===== config.mk =====
export PLATFORM = sky130hd
export DESIGN_NAME = fdsl_top
export DESIGN_NICKNAME = d
export VERILOG_FILES = /design/src/fdsl_pkg.sv /design/src/fdsl_ramp.sv /design/src/fdsl_pwm.sv /design/src/fdsl_top.sv
export SDC_FILE = /design/constraint.sdc
export NUM_CORES = 1
export LEC_CHECK = 0
export BUFFER_PORTS_ARGS = -buffer_cell sky130_fd_sc_hd__clkbuf_2
export CORE_AREA = 10 10 224 226
export DETAILED_ROUTE_END_ITERATION = 16
export DIE_AREA = 0 0 234 236
export SLEW_MARGIN = 20
export SYNTH_ARGS = -nofsm -noshare
export SYNTH_HDL_FRONTEND = slang
export SYNTH_HIERARCHICAL = 1
export SYNTH_SLANG_ARGS = --single-unit

===== constraint.sdc =====
create_clock -name i_clock -period 4.5 [get_ports i_clock]
set_clock_uncertainty 0.2 [all_clocks]
set_input_delay 0.9 -clock i_clock [delete_from_list [all_inputs] [get_ports i_clock]]
set_output_delay 0.9 -clock i_clock [all_outputs]
set_load 0.02 [all_outputs]

===== src/fdsl_pkg.sv =====
// constants and the step function shared by the fan duty slew limiter
package fdsl_pkg;

  // register offsets
  localparam logic [7:0] FDSL_ADDR_DUTY1 = 8'h30;
  localparam logic [7:0] FDSL_ADDR_DUTY2 = 8'h31;
  localparam logic [7:0] FDSL_ADDR_DUTY3 = 8'h32;
  localparam logic [7:0] FDSL_ADDR_CFG1 = 8'h5C;
  localparam logic [7:0] FDSL_ADDR_CFG2 = 8'h5D;
  localparam logic [7:0] FDSL_ADDR_CFG3 = 8'h5E;
  localparam logic [7:0] FDSL_ADDR_RAMP1 = 8'h62;
  localparam logic [7:0] FDSL_ADDR_RAMP2 = 8'h63;

  // reset values
  localparam logic [7:0] FDSL_RST_CFG = 8'h00;
  localparam logic [7:0] FDSL_RST_RAMP = 8'h00;
  localparam logic [7:0] FDSL_RST_DUTY = 8'h00;

  // field positions
  localparam int FDSL_SLOW_BIT = 3;
  localparam int FDSL_EN1_BIT = 3;
  localparam int FDSL_EN2_BIT = 7;
  localparam int FDSL_EN3_BIT = 3;
  localparam int FDSL_CODE1_LSB = 0;
  localparam int FDSL_CODE2_LSB = 4;
  localparam int FDSL_CODE3_LSB = 0;
  localparam int FDSL_CODE_W = 3;

  // drive period in slots, and slot length in clock cycles
  localparam logic [7:0] FDSL_SLOTS = 8'hFF;
  localparam logic [7:0] FDSL_SLOT_MAX = 8'hFE;
  localparam logic [7:0] FDSL_SLOT_CYCLES = 8'h04;
  localparam logic [7:0] FDSL_ONE8 = 8'h01;

  // slow setting: last count value; one step per this many calculations plus one
  localparam logic [1:0] FDSL_SLOW_LAST = 2'h3;

  // step sizes in slots per rate code
  localparam logic [7:0] FDSL_STEP0 = 8'h01;
  localparam logic [7:0] FDSL_STEP1 = 8'h02;
  localparam logic [7:0] FDSL_STEP2 = 8'h03;
  localparam logic [7:0] FDSL_STEP3 = 8'h05;
  localparam logic [7:0] FDSL_STEP4 = 8'h08;
  localparam logic [7:0] FDSL_STEP5 = 8'h0C;
  localparam logic [7:0] FDSL_STEP6 = 8'h18;
  localparam logic [7:0] FDSL_STEP7 = 8'h30;

  function automatic logic [7:0] fdsl_step(input logic [2:0] code);
    logic [7:0] s;
    s = FDSL_STEP0;
    case (code)
      3'h0: s = FDSL_STEP0;
      3'h1: s = FDSL_STEP1;
      3'h2: s = FDSL_STEP2;
      3'h3: s = FDSL_STEP3;
      3'h4: s = FDSL_STEP4;
      3'h5: s = FDSL_STEP5;
      3'h6: s = FDSL_STEP6;
      3'h7: s = FDSL_STEP7;
      default: s = FDSL_STEP0;
    endcase
    return s;
  endfunction

endpackage


===== src/fdsl_ramp.sv =====
// one output's duty slew limiter
`timescale 1ns/1ps
`default_nettype none
module fdsl_ramp
  import fdsl_pkg::*;
(
  input wire logic i_clock,
  input wire logic i_sys_rst,
  input wire logic i_enable,
  input wire logic i_slow,
  input wire logic [2:0] i_code,
  input wire logic [7:0] i_calc_duty,
  input wire logic i_calc_valid,
  output logic [7:0] o_duty
);

  typedef struct packed {
    logic [7:0] duty;
    logic [1:0] slow_cnt;
  } fdsl_ramp_state_type;

  fdsl_ramp_state_type st_q;
  fdsl_ramp_state_type st_d;

  always_comb begin
    logic [7:0] step;
    logic [7:0] diff;
    logic do_step;
    step = fdsl_step(i_code);
    diff = 8'h00;
    do_step = 1'b0;
    st_d = st_q;
    if (i_calc_valid) begin
      if (!i_enable) begin
        st_d.duty = i_calc_duty;
        st_d.slow_cnt = 2'h0;
      end else begin
        // slow mode steps on the last of every four calculations
        if (i_slow && st_q.slow_cnt != FDSL_SLOW_LAST) begin
          st_d.slow_cnt = st_q.slow_cnt + 2'h1;
        end else begin
          st_d.slow_cnt = 2'h0;
          do_step = 1'b1;
        end
      end
    end
    if (do_step) begin
      if (i_calc_duty > st_q.duty) begin
        diff = i_calc_duty - st_q.duty;
        if (diff <= step) begin
          st_d.duty = i_calc_duty;
        end else begin
          st_d.duty = st_q.duty + step;
        end
      end else if (i_calc_duty < st_q.duty) begin
        diff = st_q.duty - i_calc_duty;
        if (diff <= step) begin
          st_d.duty = i_calc_duty;
        end else begin
          st_d.duty = st_q.duty - step;
        end
      end
    end
  end

  always_ff @(posedge i_clock) begin
    if (i_sys_rst) begin
      st_q <= '{duty: FDSL_RST_DUTY, slow_cnt: 2'h0};
    end else begin
      st_q <= st_d;
    end
  end

  assign o_duty = st_q.duty;

endmodule
`default_nettype wire


===== src/fdsl_pwm.sv =====
// 255-slot drive waveform for one fan output
`timescale 1ns/1ps
`default_nettype none
module fdsl_pwm
  import fdsl_pkg::*;
(
  input wire logic i_clock,
  input wire logic i_sys_rst,
  input wire logic [7:0] i_duty,
  output logic o_drive
);

  typedef struct packed {
    logic [7:0] presc;
    logic [7:0] slot;
    logic [7:0] duty;
    logic drive;
  } fdsl_pwm_state_type;

  fdsl_pwm_state_type st_q;
  fdsl_pwm_state_type st_d;

  always_comb begin
    st_d = st_q;
    if (st_q.presc == FDSL_SLOT_CYCLES - FDSL_ONE8) begin
      st_d.presc = 8'h00;
      if (st_q.slot == FDSL_SLOT_MAX) begin
        st_d.slot = 8'h00;
        // duty taken only at period start: no runt pulses
        st_d.duty = i_duty;
      end else begin
        st_d.slot = st_q.slot + FDSL_ONE8;
      end
    end else begin
      st_d.presc = st_q.presc + FDSL_ONE8;
    end
    st_d.drive = (st_d.slot < st_d.duty);
  end

  always_ff @(posedge i_clock) begin
    if (i_sys_rst) begin
      st_q <= '{presc: 8'h00, slot: 8'h00, duty: FDSL_RST_DUTY,
                drive: 1'b0};
    end else begin
      st_q <= st_d;
    end
  end

  assign o_drive = st_q.drive;

endmodule
`default_nettype wire


===== src/fdsl_top.sv =====
// fan duty slew limiter: registers, three ramps, three drive outputs
`timescale 1ns/1ps
`default_nettype none
module fdsl_top
  import fdsl_pkg::*;
(
  input wire logic i_clock,
  input wire logic i_sys_rst,
  input wire logic [7:0] i_reg_addr,
  input wire logic i_reg_wr,
  input wire logic [7:0] i_reg_wdata,
  input wire logic i_reg_rd,
  output logic [7:0] o_reg_rdata,
  input wire logic [7:0] i_calc_duty1,
  input wire logic [7:0] i_calc_duty2,
  input wire logic [7:0] i_calc_duty3,
  input wire logic i_calc_valid,
  output logic [7:0] o_applied_duty1,
  output logic [7:0] o_applied_duty2,
  output logic [7:0] o_applied_duty3,
  output logic o_fan_output_1,
  output logic o_fan_output_2,
  output logic o_fan_output_3
);

  typedef struct packed {
    logic [7:0] cfg1;
    logic [7:0] cfg2;
    logic [7:0] cfg3;
    logic [7:0] ramp1;
    logic [7:0] ramp2;
    logic [7:0] rdata;
  } fdsl_regs_type;

  fdsl_regs_type st_q;
  fdsl_regs_type st_d;

  logic [2:0] enable;
  logic [2:0] slow;
  logic [2:0][2:0] code;
  logic [2:0][7:0] calc;
  logic [2:0][7:0] duty;
  logic [2:0] drive;

  ////////////////////////////////////////////////////////////////////
  // register port

  always_comb begin
    st_d = st_q;
    if (i_reg_wr) begin
      case (i_reg_addr)
        FDSL_ADDR_CFG1: st_d.cfg1 = i_reg_wdata;
        FDSL_ADDR_CFG2: st_d.cfg2 = i_reg_wdata;
        FDSL_ADDR_CFG3: st_d.cfg3 = i_reg_wdata;
        FDSL_ADDR_RAMP1: st_d.ramp1 = i_reg_wdata;
        FDSL_ADDR_RAMP2: st_d.ramp2 = i_reg_wdata;
        default: st_d.rdata = st_q.rdata;
      endcase
    end
    if (i_reg_rd) begin
      // applied duty readback shows the ramp's live state
      case (i_reg_addr)
        FDSL_ADDR_DUTY1: st_d.rdata = duty[0];
        FDSL_ADDR_DUTY2: st_d.rdata = duty[1];
        FDSL_ADDR_DUTY3: st_d.rdata = duty[2];
        FDSL_ADDR_CFG1: st_d.rdata = st_q.cfg1;
        FDSL_ADDR_CFG2: st_d.rdata = st_q.cfg2;
        FDSL_ADDR_CFG3: st_d.rdata = st_q.cfg3;
        FDSL_ADDR_RAMP1: st_d.rdata = st_q.ramp1;
        FDSL_ADDR_RAMP2: st_d.rdata = st_q.ramp2;
        default: st_d.rdata = 8'h00;
      endcase
    end
  end

  always_ff @(posedge i_clock) begin
    if (i_sys_rst) begin
      st_q <= '{cfg1: FDSL_RST_CFG, cfg2: FDSL_RST_CFG,
                cfg3: FDSL_RST_CFG, ramp1: FDSL_RST_RAMP,
                ramp2: FDSL_RST_RAMP, rdata: 8'h00};
    end else begin
      st_q <= st_d;
    end
  end

  assign o_reg_rdata = st_q.rdata;

  ////////////////////////////////////////////////////////////////////
  // field decode, one set per output

  assign enable[0] = st_q.ramp1[FDSL_EN1_BIT];
  assign enable[1] = st_q.ramp2[FDSL_EN2_BIT];
  assign enable[2] = st_q.ramp2[FDSL_EN3_BIT];
  assign code[0] = st_q.ramp1[FDSL_CODE1_LSB +: FDSL_CODE_W];
  assign code[1] = st_q.ramp2[FDSL_CODE2_LSB +: FDSL_CODE_W];
  assign code[2] = st_q.ramp2[FDSL_CODE3_LSB +: FDSL_CODE_W];
  assign slow[0] = st_q.cfg1[FDSL_SLOW_BIT];
  assign slow[1] = st_q.cfg2[FDSL_SLOW_BIT];
  assign slow[2] = st_q.cfg3[FDSL_SLOW_BIT];
  assign calc[0] = i_calc_duty1;
  assign calc[1] = i_calc_duty2;
  assign calc[2] = i_calc_duty3;

  ////////////////////////////////////////////////////////////////////
  // independent ramp and drive per output

  for (genvar g = 0; g < 3; g++) begin : g_out
    fdsl_ramp u_ramp (
      .i_clock(i_clock),
      .i_sys_rst(i_sys_rst),
      .i_enable(enable[g]),
      .i_slow(slow[g]),
      .i_code(code[g]),
      .i_calc_duty(calc[g]),
      .i_calc_valid(i_calc_valid),
      .o_duty(duty[g])
    );
    fdsl_pwm u_pwm (
      .i_clock(i_clock),
      .i_sys_rst(i_sys_rst),
      .i_duty(duty[g]),
      .o_drive(drive[g])
    );
  end

  assign o_applied_duty1 = duty[0];
  assign o_applied_duty2 = duty[1];
  assign o_applied_duty3 = duty[2];
  assign o_fan_output_1 = drive[0];
  assign o_fan_output_2 = drive[1];
  assign o_fan_output_3 = drive[2];

endmodule
`default_nettype wire


Word-level counts from Yosys, hierarchy flattened
Memories as Yosys holds them, arrays and structs flattened. A register that Yosys moved wholly into a read port is not among the register bits.
Cells that the tools add are included.
W data, S select, Z words.
{"block": "totals", "register_bits": 153, "latchBits": 0, "ramBits": 0, "romBits": 144, "inputBits": 45, "output_inout_bits": 35, "wordCells": 144, "memories": 3}
{"block": "classes", "add_sub_neg": 21, "n_mul": 0, "div": 0, "magnitude_cmp": 15, "eq_ne": 17, "shift": 0, "mux": 53, "n_bitwise": 0, "n_reduce_logical": 11}
{"memory": "(name not given)", "depth": 8, "word_bits": 6, "read_ports": 1, "rd_clocked_by_memory_dff": 1, "wr": 0, "line": "fdsl_pkg.sv:51", "text": "case (code)"}
{"memory": "(name not given)", "depth": 8, "word_bits": 6, "read_ports": 1, "rd_clocked_by_memory_dff": 1, "wr": 0, "line": "fdsl_pkg.sv:51"}
{"memory": "(name not given)", "depth": 8, "word_bits": 6, "read_ports": 1, "rd_clocked_by_memory_dff": 1, "wr": 0, "line": "fdsl_pkg.sv:51"}
{"op": "$mux W8", "n": 25}
{"op": "$sub A8 B8 Y8", "n": 9}
{"op": "$pmux W8 S8", "n": 1}
{"op": "$add A8 B1 Y8 const B", "n": 6}
{"op": "$le A8 B8 Y1", "n": 6}
{"op": "$lt A8 B8 Y1", "n": 6}
{"op": "$mux W16", "n": 3}
{"op": "$eq A8 B7 Y1 const B", "n": 5}
{"op": "$mux W10", "n": 3}
{"op": "$add A8 B8 Y8", "n": 3}
{"op": "$eq A8 B2 Y1 const B", "n": 3}
{"op": "$eq A8 B6 Y1 const B", "n": 3}
{"op": "$eq A8 B8 Y1 const B", "n": 3}
{"op": "$gt A8 B8 Y1", "n": 3}
{"op": "$mux W3", "n": 6}
{"op": "$mux W2", "n": 6}
{"op": "$reduce_and A2 Y1", "n": 5}
{"op": "$mux W1", "n": 9}
{"op": "$add A2 B1 Y2 const B", "n": 3}
{"op": "$ne A2 B2 Y1 const B", "n": 3}
{"op": "$reduce_or A2 Y1", "n": 3}
{"op": "$logic_and A1 B1 Y1", "n": 3}

Longest topological paths before layout
Gate-level depths: netlist (run 1).
{"block": "depth", "ltp_word": 8, "ltp_mapped": 18, "depth_no_buf": 16}

Hierarchy
Netlist (run 1), hierarchy kept.
{"module": "fdsl_pwm", "instances": 3, "cells_each": 140, "area_per_inst_um2": 1300.0, "seq_area_each_um2": 500.5}
{"module": "fdsl_top", "instances": 1, "cells_each": 253, "area_per_inst_um2": 2533.7, "seq_area_each_um2": 960.9}
{"module": "fdsl_ramp at g_out[2].u_ramp", "instances": 1, "cells_each": 314, "area_per_inst_um2": 2438.6, "seq_area_each_um2": 200.2}
{"module": "fdsl_ramp at g_out[0].u_ramp", "instances": 1, "cells_each": 300, "area_per_inst_um2": 2351.0, "seq_area_each_um2": 200.2}
{"module": "fdsl_ramp at g_out[1].u_ramp", "instances": 1, "cells_each": 310, "area_per_inst_um2": 2348.5, "seq_area_each_um2": 200.2}

Worst setup path before layout (run 1)
Ideal clock, no wire load.
{"block": "synth_timing", "path_kind": "input to register", "start": "input i_calc_duty3[2]", "end": "register g_out[2].u_ramp.st_q (netlist bit g_out[2].u_ramp/o_duty[1])", "setup_time_ns": 0.122, "arrival_time_ns": 3.854, "required_ns": 4.178, "path_slack_ns": 0.324, "cell_stages": 18, "path_buffers": 2, "path_cell_list": "inv_1 -> ha_1 -> buf_6 -> a21oi_1 -> o21ai_1 -> nand2_1 -> nand2_1 -> a21oi_1 -> xnor2_1 -> ha_1 -> a211oi_1 -> o21ai_0 -> a21oi_1 -> a2bb2oi_2 -> and2_1 -> buf_6 -> mux2_1 -> o311a_1"}
{"block": "synth_via", "elab_chain_cells": 6, "elab_cells_between_ends": 11, "classes_between": "add/sub (2); order compare (4); mux (5)"}
{"element": "start, declared", "line": "fdsl_top.sv:16", "text": "input wire logic [7:0] i_calc_duty3,"}
{"element": "$sub A8 B8 Y8", "line": "fdsl_ramp.sv:56", "text": "diff = st_q.duty - i_calc_duty;"}
{"element": "$le A8 B8 Y1", "line": "fdsl_ramp.sv:57", "text": "if (diff <= step) begin"}
{"element": "$mux W8", "line": "fdsl_ramp.sv:57"}
{"element": "$mux W8", "line": "fdsl_ramp.sv:55", "text": "end else if (i_calc_duty < st_q.duty) begin"}
{"element": "$mux W8 *", "line": "fdsl_ramp.sv:48", "text": "if (i_calc_duty > st_q.duty) begin"}
{"element": "$mux W8 *", "line": "fdsl_ramp.sv:47", "text": "if (do_step) begin"}
{"element": "end signal, assigned", "line": "fdsl_ramp.sv:68", "text": "st_q <= '{duty: FDSL_RST_DUTY, slow_cnt: 2'h0};"}
{"element": "end signal, assigned", "line": "fdsl_ramp.sv:70", "text": "st_q <= st_d;"}
{"element": "end, declared", "line": "fdsl_ramp.sv:22", "text": "fdsl_ramp_state_type st_q;"}
Every way passes the cells marked *; elsewhere a longest branch is shown, timed or not.
A chain may end at the register's enable or synchronous reset.

Worst setup path after layout (run 1)
{"block": "layout_timing", "start": "input i_calc_duty2[1]", "end": "register g_out[1].u_ramp.st_q (netlist bit g_out[1].u_ramp/o_duty[3])"}
{"block": "layout_via", "elab_chain_cells": 6, "elab_cells_between_ends": 11, "classes_between": "add/sub (2); order compare (4); mux (5)"}
{"element": "start, declared", "line": "fdsl_top.sv:15", "text": "input wire logic [7:0] i_calc_duty2,"}
{"element": "$sub A8 B8 Y8", "line": "fdsl_ramp.sv:56"}
{"element": "$le A8 B8 Y1", "line": "fdsl_ramp.sv:57"}
{"element": "$mux W8", "line": "fdsl_ramp.sv:57"}
{"element": "$mux W8", "line": "fdsl_ramp.sv:55"}
{"element": "$mux W8 *", "line": "fdsl_ramp.sv:48"}
{"element": "$mux W8 *", "line": "fdsl_ramp.sv:47"}
{"element": "end signal, assigned", "line": "fdsl_ramp.sv:68"}
{"element": "end signal, assigned", "line": "fdsl_ramp.sv:70"}
{"element": "end, declared", "line": "fdsl_ramp.sv:22"}
Marked as above.

==> run metrics, run 1 <==
Comb pwr share=28.3%; area share of the largest cell type after synthesis=22.57%; Power Total=4068 uW; Post-Synthesis Cells=1,597; layout cell share with drive strength beyond 1=12.83%; Fill cells=4,853; number of buffers and inverters on the critical path=2; Root Buffer=clkbuf_16; clock buffer count from CTS=17; CTS Sinks=153; Die Span X=234 microns; CP Class=input port to register; Detail Placement HPWL=30.14 mm; Mapped Nets=1,807; number of global-route vias before repair=11.44k; Hold Slack=0.2707 ns; Synth cell types=89; Synth top cells by count=nor2_1 (162), dfxtp_1 (153), ha_1 (153); WL final=38.94 mm; sw frac=32.30%; Leak Pwr=0.006451 uW; max-cap viol count=0; antenna violations before repair=4; largest family of logic cells by synthesized area=simple AND/OR/NAND/NOR gates; RSZ-0062 raised after global routing=no; Core Area=0.04586 sq mm; row cnt=79; First DRT Iteration DRCs=685; multiplexer share of the synthesized area=9.929%; DR vias=11.60k; Least-Margin Pin Slew=0.9192 ns; Die Span Y=236 microns; post-synthesis register bit count=153; Psw=1314 uW; CTS max path bufs=2; Starting Density=29.59%; Worst-Skew Late Latency=0.43 ns; cells along the critical path=clkbuf_2, inv_1, ha_1, nand3b_1, nand2_1, a21o_1, a21oi_1, xnor2_1, ha_1, nand3_1, a21oi_1, a211oi_1, o21ai_1, or3_1, mux2_4, a21o_1; Int Pwr=2754 uW; Ys Warns=6; Inst Count DP=2,220; GRT Total Usage=13.80%; Worst path slowest cell=or3_1; DRT Pass-1 Iters=7; Post-CTS Setup Inserts=0; WL/cell=17.28 microns; CP max stage delay=0.57 ns; hold violation count in the final report=0; IR Drop Worst-Case VDD=0.0002287 V; RePlAce Congestion=0.9215; CTS resizes=0; outcome=complete, no violations; PwrDens=271.1 mW/mm^2; first-pass GRT wire length=61.96 mm; cell taking the most area after synthesis=dfxtp_1; count leader, synth=nor2_1; H-tree Lvls=4; Syn Std Cell Area=0.01357 sq mm; register area share after synthesis=22.57%; fmax=0.2487 GHz; Ports=80; setup TNS=0 ns; Compound-Gate Fraction of Synth Area=19.07%; DIE AREA=0.05522 sq mm; adder-cell area share of the yosys netlist=15.88%; number of synthesized flops with an enable pin=0; Final Setup Violations=0; synth top area cells=dfxtp_1 (23%), ha_1 (14%), mux2i_1 (8.6%), nor2_1 (4.5%), a21oi_1 (3.2%); Worst setup SP type=input port; Final Cycle Share=89.34%; Critical Path End Type=register; Hold Buf Count CTS=0; post-route ant nets=0; non-filler instance count after layout=2,254; Reg power frac=35.1%; layout net count=1,842; worst min path class=register to register; max_slew headroom=38.72%; Avg Inst Size Synth=8.498 sq um; ys async rst share=0%; fin crit period=4.020 ns; main flop type after synthesis=dfxtp_1; CP required=4.63 ns; Synth Area in Simple Gates=19.51%; Vias/cell=5.148; gr ovfl total=0; CP max FO=8; CTS tree=yes; largest net degree at the start of global routing=80; Post-Synth XOR/XNOR Area=5.670%; CP arrival=4.15 ns; synth-to-layout area growth=10.56%; delay-heaviest family, CP=compound AO/OA/AOI/OAI gates; Max Transition Viols Final=0; clock network power share=36.6%; clock-pin slew on the worst setup and hold paths=0.07 ns; DRC=0; PortBufs=79; Core Util, Final=32.71%
==> sequential cells by signal, summed over array words and instances (netlist names) <==
register / cells
st_q: 25
g_out.u_pwm/st_q: 72
g_out.u_pwm/o_drive: 3
enable: 3
g_out.u_ramp/o_duty: 24
g_out.u_ramp/st_q: 6
o_reg_rdata: 8
code: 9
slow: 3
==> worst paths after layout <==
path	from	endpoint	slack, ns	cells after the start
min	g_out[2].u_pwm/st_q[17]$_SDFF_PP0_	g_out[2].u_pwm/st_q[17]$_SDFF_PP0_	0.27	1
max	i_calc_duty2[1]	g_out[1].u_ramp/o_duty[3]$_SDFF_PP0_	0.48	16
max reg2reg	g_out[0].u_pwm/st_q[17]$_SDFF_PP0_	g_out[0].u_pwm/o_drive$_SDFF_PP0_	0.51	10
min reg2reg	g_out[2].u_pwm/st_q[17]$_SDFF_PP0_	g_out[2].u_pwm/st_q[17]$_SDFF_PP0_	0.27	1
==> routing by layer <==
metal  routed length (microns)  global-route usage, %  up-vias
met5                        22                      0        -
met4                       900                  4.594        4
met3                      1642                  2.281       60
met2                     17900                  22.25      257
met1                     18480                  18.22     5529
li1                          -                      -     5753
==> power groups by stage <==
stage / Clock, uW / Sequential [uW] / Combinational, uW
2_1_floorplan: 0 / 1440 / 863
3_3_place_gp: 0 / 1460 / 1120
3_5_place_dp: 0 / 1460 / 1140
4_1_cts: 1520 / 1430 / 1150
5_1_grt: 1590 / 1430 / 1270
6_report: 1490 / 1430 / 1150
==> kinds of logic after synthesis <==
group           count (synthesis)
simple gates                  497
compound gates                362
buf+inv                       201
fa+ha+maj                     165
flops                         153
mux                           132
xor+xnor                       87
==> metrics by stage <==
step	cell area (sq um)	setup slack [ns]
after global routing	15000	0.2271
after CTS	15000	0.4981
final	15000	0.4798
after detailed placement	14390	0.05941
after floorplan	13570	0.3243
after global placement	14390	0.1408
==> placed cells by master, fill, tap and decap left out, drive strengths merged, types with 8 or more instances in the layout <==
master	n
nor3b	8
ha	153
or3	9
inv	103
fa	12
nand3b	12
o211ai	15
a21boi	12
o2bb2ai	19
nand2b	47
nand4	29
nor3	33
a211oi	24
a22oi	17
mux2i	117
a21o	31
nand2	77
and3	16
xor2	48
buf	36
o21bai	8
a21oi	95
o22ai	8
o21a	14
clkbuf	100
and4	10
mux2	15
nor2	162
nand3	41
o21ai	52
nor2b	15
and2	14
dfxtp	153
xnor2	39
a31oi	8
==> area by class of cell <==
class	instances	area (sq um)	share of cell area, %
clock buffers	22	494.2	3.294
diodes	2	5.005	0.03336
clock inverters	10	116.4	0.7755
well taps	607	759.5	5.062
repair buffers	114	673.1	4.486
inverters	103	386.6	2.577
flip-flops and latches	153	3063	20.41
multi-input cells	1243	9507	63.36
Power figures use the tool's default switching activity.
==> run 2: changes to the inputs <==
--- a/config.mk
+++ b/config.mk
@@ -5,10 +5,11 @@
 export SDC_FILE = /design/constraint.sdc
 export NUM_CORES = 1
 export LEC_CHECK = 0
+export ABC_AREA = 1
 export BUFFER_PORTS_ARGS = -buffer_cell sky130_fd_sc_hd__clkbuf_2
-export CORE_AREA = 10 10 224 226
+export CORE_AREA = 10 10 231 233
 export DETAILED_ROUTE_END_ITERATION = 16
-export DIE_AREA = 0 0 234 236
+export DIE_AREA = 0 0 241 243
 export SLEW_MARGIN = 20
 export SYNTH_ARGS = -nofsm -noshare
 export SYNTH_HDL_FRONTEND = slang
==> constraint.sdc (replaced) <==
create_clock -name i_clock -period 4.5 [get_ports i_clock]
set_clock_uncertainty 0.2 [all_clocks]
set_input_delay 0.9 -clock i_clock [delete_from_list [all_inputs] [get_ports i_clock]]
set_output_delay 0.9 -clock i_clock [all_outputs]
set_load 0.1 [all_outputs]
==> run 2 against run 1 <==
Net effect:
- utilization shrank 0.52 points
- area after synthesis up 6.9%
- count of clock-buffer cells in the layout is 2 lower
- hold slack got worse by 0.025 ns
- largest cell class unchanged
==> run metrics, run 2 <==
CP max FO=13 (+5); Final Setup Violations=0 (unchanged); Max Used Layer=met4; max-cap viol count=0 (unchanged); Die Span X=241 microns (+3.0%); largest net degree at the start of global routing=71 (-11%); antenna violations before repair=1 (-3); Comb pwr share=32.3% (+4.0 points); DIE AREA=0.05856 sq mm (+6.0%); CTS tree=yes; most frequent cells in the layout=nand2_1 (460), inv_1 (243), nand3_1 (199), a21oi_1 (154); main flop type after synthesis=dfxtp_1; WL final=41.83 mm (+7.4%); Final Cycle Share=80.12% (-9.2 points); H-tree Lvls=4 (unchanged); Int Pwr=2644 uW (-4.0%); Avg Inst Size Synth=6.998 sq um (-18%); PwrDens=271.2 mW/mm^2 (about the same); number of synthesized flops with an enable pin=0 (unchanged); Hold Buf Count CTS=0 (unchanged); CP endpoint=g_out[1].u_ramp/o_duty[2]$_SDFF_PP0_; IR Drop Worst-Case VDD=0.0002977 V (+30%); Worst setup SP type=register; sw frac=37.77% (+5.5 points); Synth cell types=58 (-35%); Worst-Skew Late Latency=0.44 ns (about the same); CTS Sinks=153 (unchanged); clock-pin slew on the worst setup and hold paths=0.07 ns (about the same); Die Span Y=243 microns (+3.0%); layout cell share with drive strength beyond 1=14.05% (+1.2 points); Core Area=0.04865 sq mm (+6.1%); ys async rst share=0% (unchanged); Reg power frac=34.1% (-1.0 points); RSZ-0062 raised after global routing=no; met2 routed WL=18.24 mm (+1.9%); gr ovfl total=0 (unchanged); GRT Total Usage=13.99% (+0.19 points); M1 WL=20.72 mm (+12%); non-filler instance count after layout=2,722 (+21%); Leak Pwr=0.007639 uW (+18%); cell taking the most area after synthesis=dfxtp_1; max FFs per register=72 (unchanged); DR vias=13.43k (+16%); DRC=0 (unchanged); commonest non-fill, non-tap cell in the layout=nand2_1; CP arrival=3.78 ns (-0.37 ns); fmax=0.2774 GHz (+12%); DRT Pass-1 Iters=5 (-2); post-route ant nets=0 (unchanged); Syn Std Cell Area=0.01451 sq mm (+6.9%); area share of the largest cell type after synthesis=21.11% (-1.5 points); R2R Path Start=g_out[1].u_ramp/o_duty[1]$_SDFF_PP0_; Inst Count DP=2,690 (+21%); count leader, synth=nand2_1; fin crit period=3.606 ns (-0.4146 ns); worst min path class=register to register; PortBufs=79 (unchanged); CTS resizes=0 (unchanged); Vias/cell=4.934 (-4.1%); Post-Synthesis Cells=2,073 (+30%); FF-to-FF End=g_out[1].u_ramp/o_duty[2]$_SDFF_PP0_; cells along the critical path=inv_1, ha_1, a21oi_1, o21ai_2, a21oi_1, xor2_1, ha_1, nand2_1, inv_1, nand2_1, o221ai_1, nand2_1, nand3_2, o21ai_1, o211ai_1, nand2_1, inv_1, a21oi_2; Critical Path End Type=register; hold violation count in the final report=0 (unchanged); max_slew headroom=39.06% (+0.35 points); register area share after synthesis=21.11% (-1.5 points); First DRT Iteration DRCs=1,111 (+62%); most used cell, CP=nand2_1; met3 wire length=2.518 mm (+53%); outcome=complete, no violations; CTS max path bufs=2 (unchanged); Psw=1604 uW (+22%); Starting Density=29.82% (+0.23 points); Max Transition Viols Final=0 (unchanged); post-synthesis register bit count=153 (unchanged); CP required=4.67 ns (+0.04 ns); first-pass GRT wire length=65.94 mm (+6.4%); Root Buffer=clkbuf_16; Ports=80 (unchanged); Post-CTS Setup Inserts=0 (unchanged); WL/cell=15.37 microns (-11%); Least-Margin Pin Slew=0.9141 ns (-0.005183 ns); Ys Warns=6 (unchanged); layout net count=2,297 (+25%); Worst path slowest cell=dfxtp_1; synth-to-layout area growth=7.978%; Detail Placement HPWL=32.24 mm (+7.0%); synth top area cells=dfxtp_1 (21%), ha_1 (13%), nand2_1 (12%), nand3_1 (6.9%), inv_1 (6.3%); reg-to-reg slack, setup=0.89 ns (+0.38 ns); Fill cells=5,287 (+8.9%); row cnt=81 (+2.5%); crit path launch=g_out[1].u_ramp/o_duty[1]$_SDFF_PP0_; CP Class=register to register; R2R depth=18 (+8); clock buffer count from CTS=17 (unchanged); setup TNS=0 ns (unchanged); RePlAce Congestion=0.8978 (-2.6%); number of global-route vias before repair=12.27k (+7.2%); clock network power share=33.6% (-3.0 points); Mapped Nets=2,283 (+26%); CP max stage delay=0.86 ns (+0.29 ns); largest reg by FF count=g_out.u_pwm/st_q; Synth top cells by count=nand2_1 (460), inv_1 (243), nand3_1 (199)
==> run 2: layer usage <==
metal / vias up / GRT usage (%)
met3: 33 / 2.640
met1: 6233 / 20.14
met5: - / 0
met4: 0 / 2.367
met2: 352 / 21.29
li1: 6813 / -
==> run 2: kinds of logic (layout without fill, tap and decap cells) <==
family	count (synthesis)	count (layout)	share of synthesized area, %
simple gates	1041	1041	36.10
buf+inv	355	381	11.48
compound gates	272	272	11.01
fa+ha+maj	165	165	14.85
flops	153	153	21.11
xor+xnor	66	66	3.985
mux	21	21	1.449
other cells	0	1	0
==> run 2: cell type report <==
cell class	instances	area, sq um	share of cell area (%)
clock inverters	11	125.1	0.7988
clock buffers	20	446.7	2.852
well taps	622	778.2	4.968
inverters	260	989.7	6.318
diodes	1	2.502	0.01598
multi-input cells	1565	9778	62.43
flip-flops and latches	153	3063	19.55
repair buffers	90	480.5	3.067
==> run 2: power by group through the flow <==
stage | Sequential, uW | Clock (uW) | Combinational, uW
after floorplan | 1460 | 0 | 1100
after global placement | 1480 | 0 | 1340
after detailed placement | 1480 | 0 | 1350
after CTS | 1450 | 1470 | 1360
after global routing | 1450 | 1520 | 1530
final | 1450 | 1430 | 1370
==> run 2: stage by stage <==
stage / utilization [%] / worst slack (ns) / total power [uW] / hold WS [ns] / cell area, sq um
after global routing: 32.19 / 0.4683 / 4499 / 0.2781 / 15660
final: 32.20 / 0.8944 / 4248 / 0.2454 / 15660
after detailed placement: 31.02 / 0.5276 / 2830 / 0.2376 / 15090
after floorplan: - / 1.038 / 2552 / 0.2175 / 14510
after CTS: 32.19 / 0.8796 / 4279 / 0.2473 / 15660
after global placement: 31.02 / 0.6689 / 2816 / 0.2285 / 15090
==> run 2: worst min-delay path by stage <==
| stage | end | slack, ns | start | cells past startpoint |
|---|---|---|---|---|
| 2_1_floorplan | g_out[0].u_pwm/st_q[17]$_SDFF_PP0_ | 0.22 | g_out[0].u_pwm/st_q[17]$_SDFF_PP0_ | 1 |
| 3_3_place_gp | g_out[1].u_pwm/st_q[17]$_SDFF_PP0_ | 0.23 | g_out[1].u_pwm/st_q[17]$_SDFF_PP0_ | 1 |
| 3_5_place_dp | g_out[2].u_pwm/st_q[17]$_SDFF_PP0_ | 0.24 | g_out[2].u_pwm/st_q[17]$_SDFF_PP0_ | 1 |
| 4_1_cts | g_out[2].u_pwm/st_q[17]$_SDFF_PP0_ | 0.25 | g_out[2].u_pwm/st_q[17]$_SDFF_PP0_ | 1 |
| 5_1_grt | st_q[45]$_SDFFE_PP0P_ | 0.28 | st_q[45]$_SDFFE_PP0P_ | 2 |
| 6_report | g_out[2].u_pwm/st_q[17]$_SDFF_PP0_ | 0.25 | g_out[2].u_pwm/st_q[17]$_SDFF_PP0_ | 1 |
==> run 2: critical path, delay by kind of cell, from the launching register on <==
family,cells,cell delay [ns]
and+or+nand+nor,5,0.67
adders and majority gates,2,0.48
AOI/OAI and AO/OA,7,0.96
xor gates and xnor gates,1,0.16
DFF,1,0.86
buffers and inverters,3,0.21
==> run 3: changes to the inputs <==
==> constraint.sdc (replaced) <==
create_clock -name i_clock -period 2.9 [get_ports i_clock]
set_clock_uncertainty 0.2 [all_clocks]
set_input_delay 0.58 -clock i_clock [delete_from_list [all_inputs] [get_ports i_clock]]
set_output_delay 0.58 -clock i_clock [all_outputs]
set_load 0.1 [all_outputs]
==> run 3 against run 2 <==
Net effect:
- cell count grew 7.2%
- largest power group is now combinational logic
- register-to-register slack got worse by 0.89 ns
- hold slack better by 0.0041 ns
- combinational power increased by 110%
==> run metrics, run 3 (same netlist as run 2, synthesis figures left out) <==
non-filler instance count after layout=2,917 (+7.2%); CP arrival=3.07 ns (-0.71 ns); max FFs per register=72 (unchanged); Detail Placement HPWL=34.91 mm (+8.3%); Die Span X=241 microns (unchanged); Vias/cell=4.929 (-0.11%); DRT Pass-1 Iters=8 (+3); RSZ-0062 raised after global routing=yes; CTS max path bufs=2 (unchanged); Inst Count DP=2,862 (+6.4%); layout cell share with drive strength beyond 1=27.24% (+13 points); Die Span Y=243 microns (unchanged); number of global-route vias before repair=13.51k (+10%); RePlAce Congestion=0.9056 (+0.87%); Core Util, Final=37.06% (+4.9 points); Max Transition Viols Final=0 (unchanged); FF-to-FF End=g_out[1].u_ramp/o_duty[0]$_SDFF_PP0_; largest net degree at the start of global routing=52 (-27%); Levels on crit path=16 (-2); Worst path slowest cell=dfxtp_4; hold depth=1 (unchanged); DRC=0 (unchanged); First DRT Iteration DRCs=1,047 (-5.8%); H-tree Lvls=4 (unchanged); Worst setup SP type=register; Starting Density=29.82% (unchanged); CP required=3.07 ns (-1.60 ns); Critical Path End Type=register; most used cell, CP=nand2_2; Ports=80 (unchanged); outcome=complete, no violations; Least-Margin Pin Slew=0.6324 ns (-0.2817 ns); Final Cycle Share=99.99% (+20 points); hold violation count in the final report=0 (unchanged); largest reg by FF count=g_out.u_pwm/st_q; commonest non-fill, non-tap cell in the layout=nand2_1; max-cap viol count=0 (unchanged); max_slew headroom=58.02% (+19 points); Fill cells=5,051 (-4.5%); most frequent cells in the layout=nand2_1 (437), inv_1 (230), buf_4 (188), nand3_1 (184), nor2_1 (142); layout net count=2,491 (+8.4%); Root Buffer=clkbuf_16; clock buffer count from CTS=17 (unchanged); Leak Pwr=0.008754 uW (+15%); first-pass GRT wire length=70.58 mm (+7.0%); hold endpoint=g_out[2].u_pwm/st_q[17]$_SDFF_PP0_; worst min path class=register to register; GRT Total Usage=14.90% (+0.91 points); Hold Buf Count CTS=0 (unchanged); R2R Path Start=g_out[1].u_ramp/o_duty[0]$_SDFF_PP0_; fin crit period=2.900 ns (-0.7059 ns); row cnt=81 (unchanged); cells along the critical path=ha_4, fa_2, o21ai_2, xor2_1, ha_1, nand2_2, inv_2, nand2_2, o221ai_2, nand2_2, nand3_4, nand2_2, o211ai_1, nand2_1, inv_1, a21oi_1; WL/cell=15.62 microns (+1.6%); clock-pin slew on the worst setup and hold paths=0.07 ns (about the same); R2R depth=16 (-2); post-route ant nets=0 (unchanged); DR vias=14.38k (+7.1%); Final Setup Violations=0 (unchanged); delay-heaviest family, CP=adder cells; CTS Sinks=153 (unchanged); PortBufs=79 (unchanged); number of buffers and inverters on the critical path=2 (-1); setup TNS=0 ns (unchanged); WL final=45.56 mm (+8.9%); gr ovfl total=0 (unchanged); CP max FO=7 (-6); antenna violations before repair=7 (+6); IR Drop Worst-Case VDD=0.0003010 V (+1.1%); CTS tree=yes; synth-to-layout area growth=24.29%; PwrDens=416.2 mW/mm^2 (+53%); HP Start=g_out[2].u_pwm/st_q[17]$_SDFF_PP0_; reg-to-reg slack, setup=0.0003 ns (-0.89 ns); Worst-Skew Late Latency=0.44 ns (about the same); DIE AREA=0.05856 sq mm (unchanged); CP Class=register to register; Core Area=0.04865 sq mm (unchanged); CP max stage delay=0.37 ns (-0.49 ns); fmax=0.3449 GHz (+24%)
run 3: cell count changes in the layout (fill, tap and decap cells not counted), sizes merged, moves of 2 or more:
cell      delta
buf        +187
clkinvlp     -2
inv          +8
clkinv       -5
nand4        +3
run 3: timing repair:
action                                  4_1_cts  5_1_grt
gates resized for setup                      28      139
endpoints found under the setup margin       24       24
setup buffers                                 3       13
cloned                                        2        4
pin swaps                                     8       70
run 3: how the worst max path moves through the flow:
stage	startpoint	to
2_1_floorplan	i_calc_duty2[1]	g_out[1].u_ramp/o_duty[7]$_SDFF_PP0_
3_3_place_gp	i_calc_duty3[0]	g_out[2].u_ramp/o_duty[3]$_SDFF_PP0_
3_5_place_dp	i_calc_duty3[0]	g_out[2].u_ramp/o_duty[3]$_SDFF_PP0_
4_1_cts	g_out[2].u_ramp/o_duty[0]$_SDFF_PP0_	g_out[2].u_ramp/o_duty[5]$_SDFF_PP0_
5_1_grt	g_out[2].u_ramp/o_duty[0]$_SDFF_PP0_	g_out[2].u_ramp/o_duty[0]$_SDFF_PP0_
6_report	g_out[1].u_ramp/o_duty[0]$_SDFF_PP0_	g_out[1].u_ramp/o_duty[0]$_SDFF_PP0_
run 3: report_power, final:
| group | switching (uW) | total (uW) | internal (uW) |
|---|---|---|---|
| combinational | 1790 | 2860 | 1070 |
| clock | 1020 | 2450 | 1430 |
| sequential | 45.5 | 2190 | 2150 |
run 3: through the flow:
step	total power [uW]	hold WS, ns	setup WS (ns)	instance area [sq um]
after floorplan	3993	0.2175	-0.1586	14600
after global placement	4692	0.2268	-0.4124	16510
after detailed placement	4727	0.2425	-0.4527	16510
after CTS	7286	0.2547	0.002969	17300
after global routing	7914	0.2761	-0.1401	18030
final	7503	0.2495	0.0003313	18030
run 3: worst register-to-register path, stage by stage (launching register included):
cell and delay, ns:
dfxtp_4 0.37, ha_4 0.17, fa_2 0.36, o21ai_2 0.18, xor2_1 0.19, ha_1 0.26, nand2_2 0.10, inv_2 0.05
nand2_2 0.06, o221ai_2 0.11, nand2_2 0.16, nand3_4 0.16, nand2_2 0.09, o211ai_1 0.10, nand2_1 0.09, inv_1 0.04
a21oi_1 0.13
run 3: per-layer routing:
| layer | GRT usage [%] | up-vias | part of all wire, % |
|---|---|---|---|
| li1 | - | 7232 | - |
| met1 | 19.35 | 6663 | 45 |
| met2 | 24.09 | 395 | 45 |
| met3 | 3.014 | 76 | 6.3 |
| met4 | 4.827 | 12 | 2.6 |
| met5 | 0 | - | 0.15 |
run 3: area by class of cell:
| class | count | area [sq um] | share of cell area [%] |
|---|---|---|---|
| clock buffer | 19 | 452.9 | 2.512 |
| timing repair buffer | 278 | 1977 | 10.96 |
| clock inverter | 13 | 178.9 | 0.9924 |
| multi-input combinational | 1571 | 10540 | 58.47 |
| tap | 622 | 778.2 | 4.316 |
| inverter | 260 | 992.2 | 5.503 |
| sequential | 153 | 3105 | 17.22 |
| antenna | 1 | 2.502 | 0.01388 |
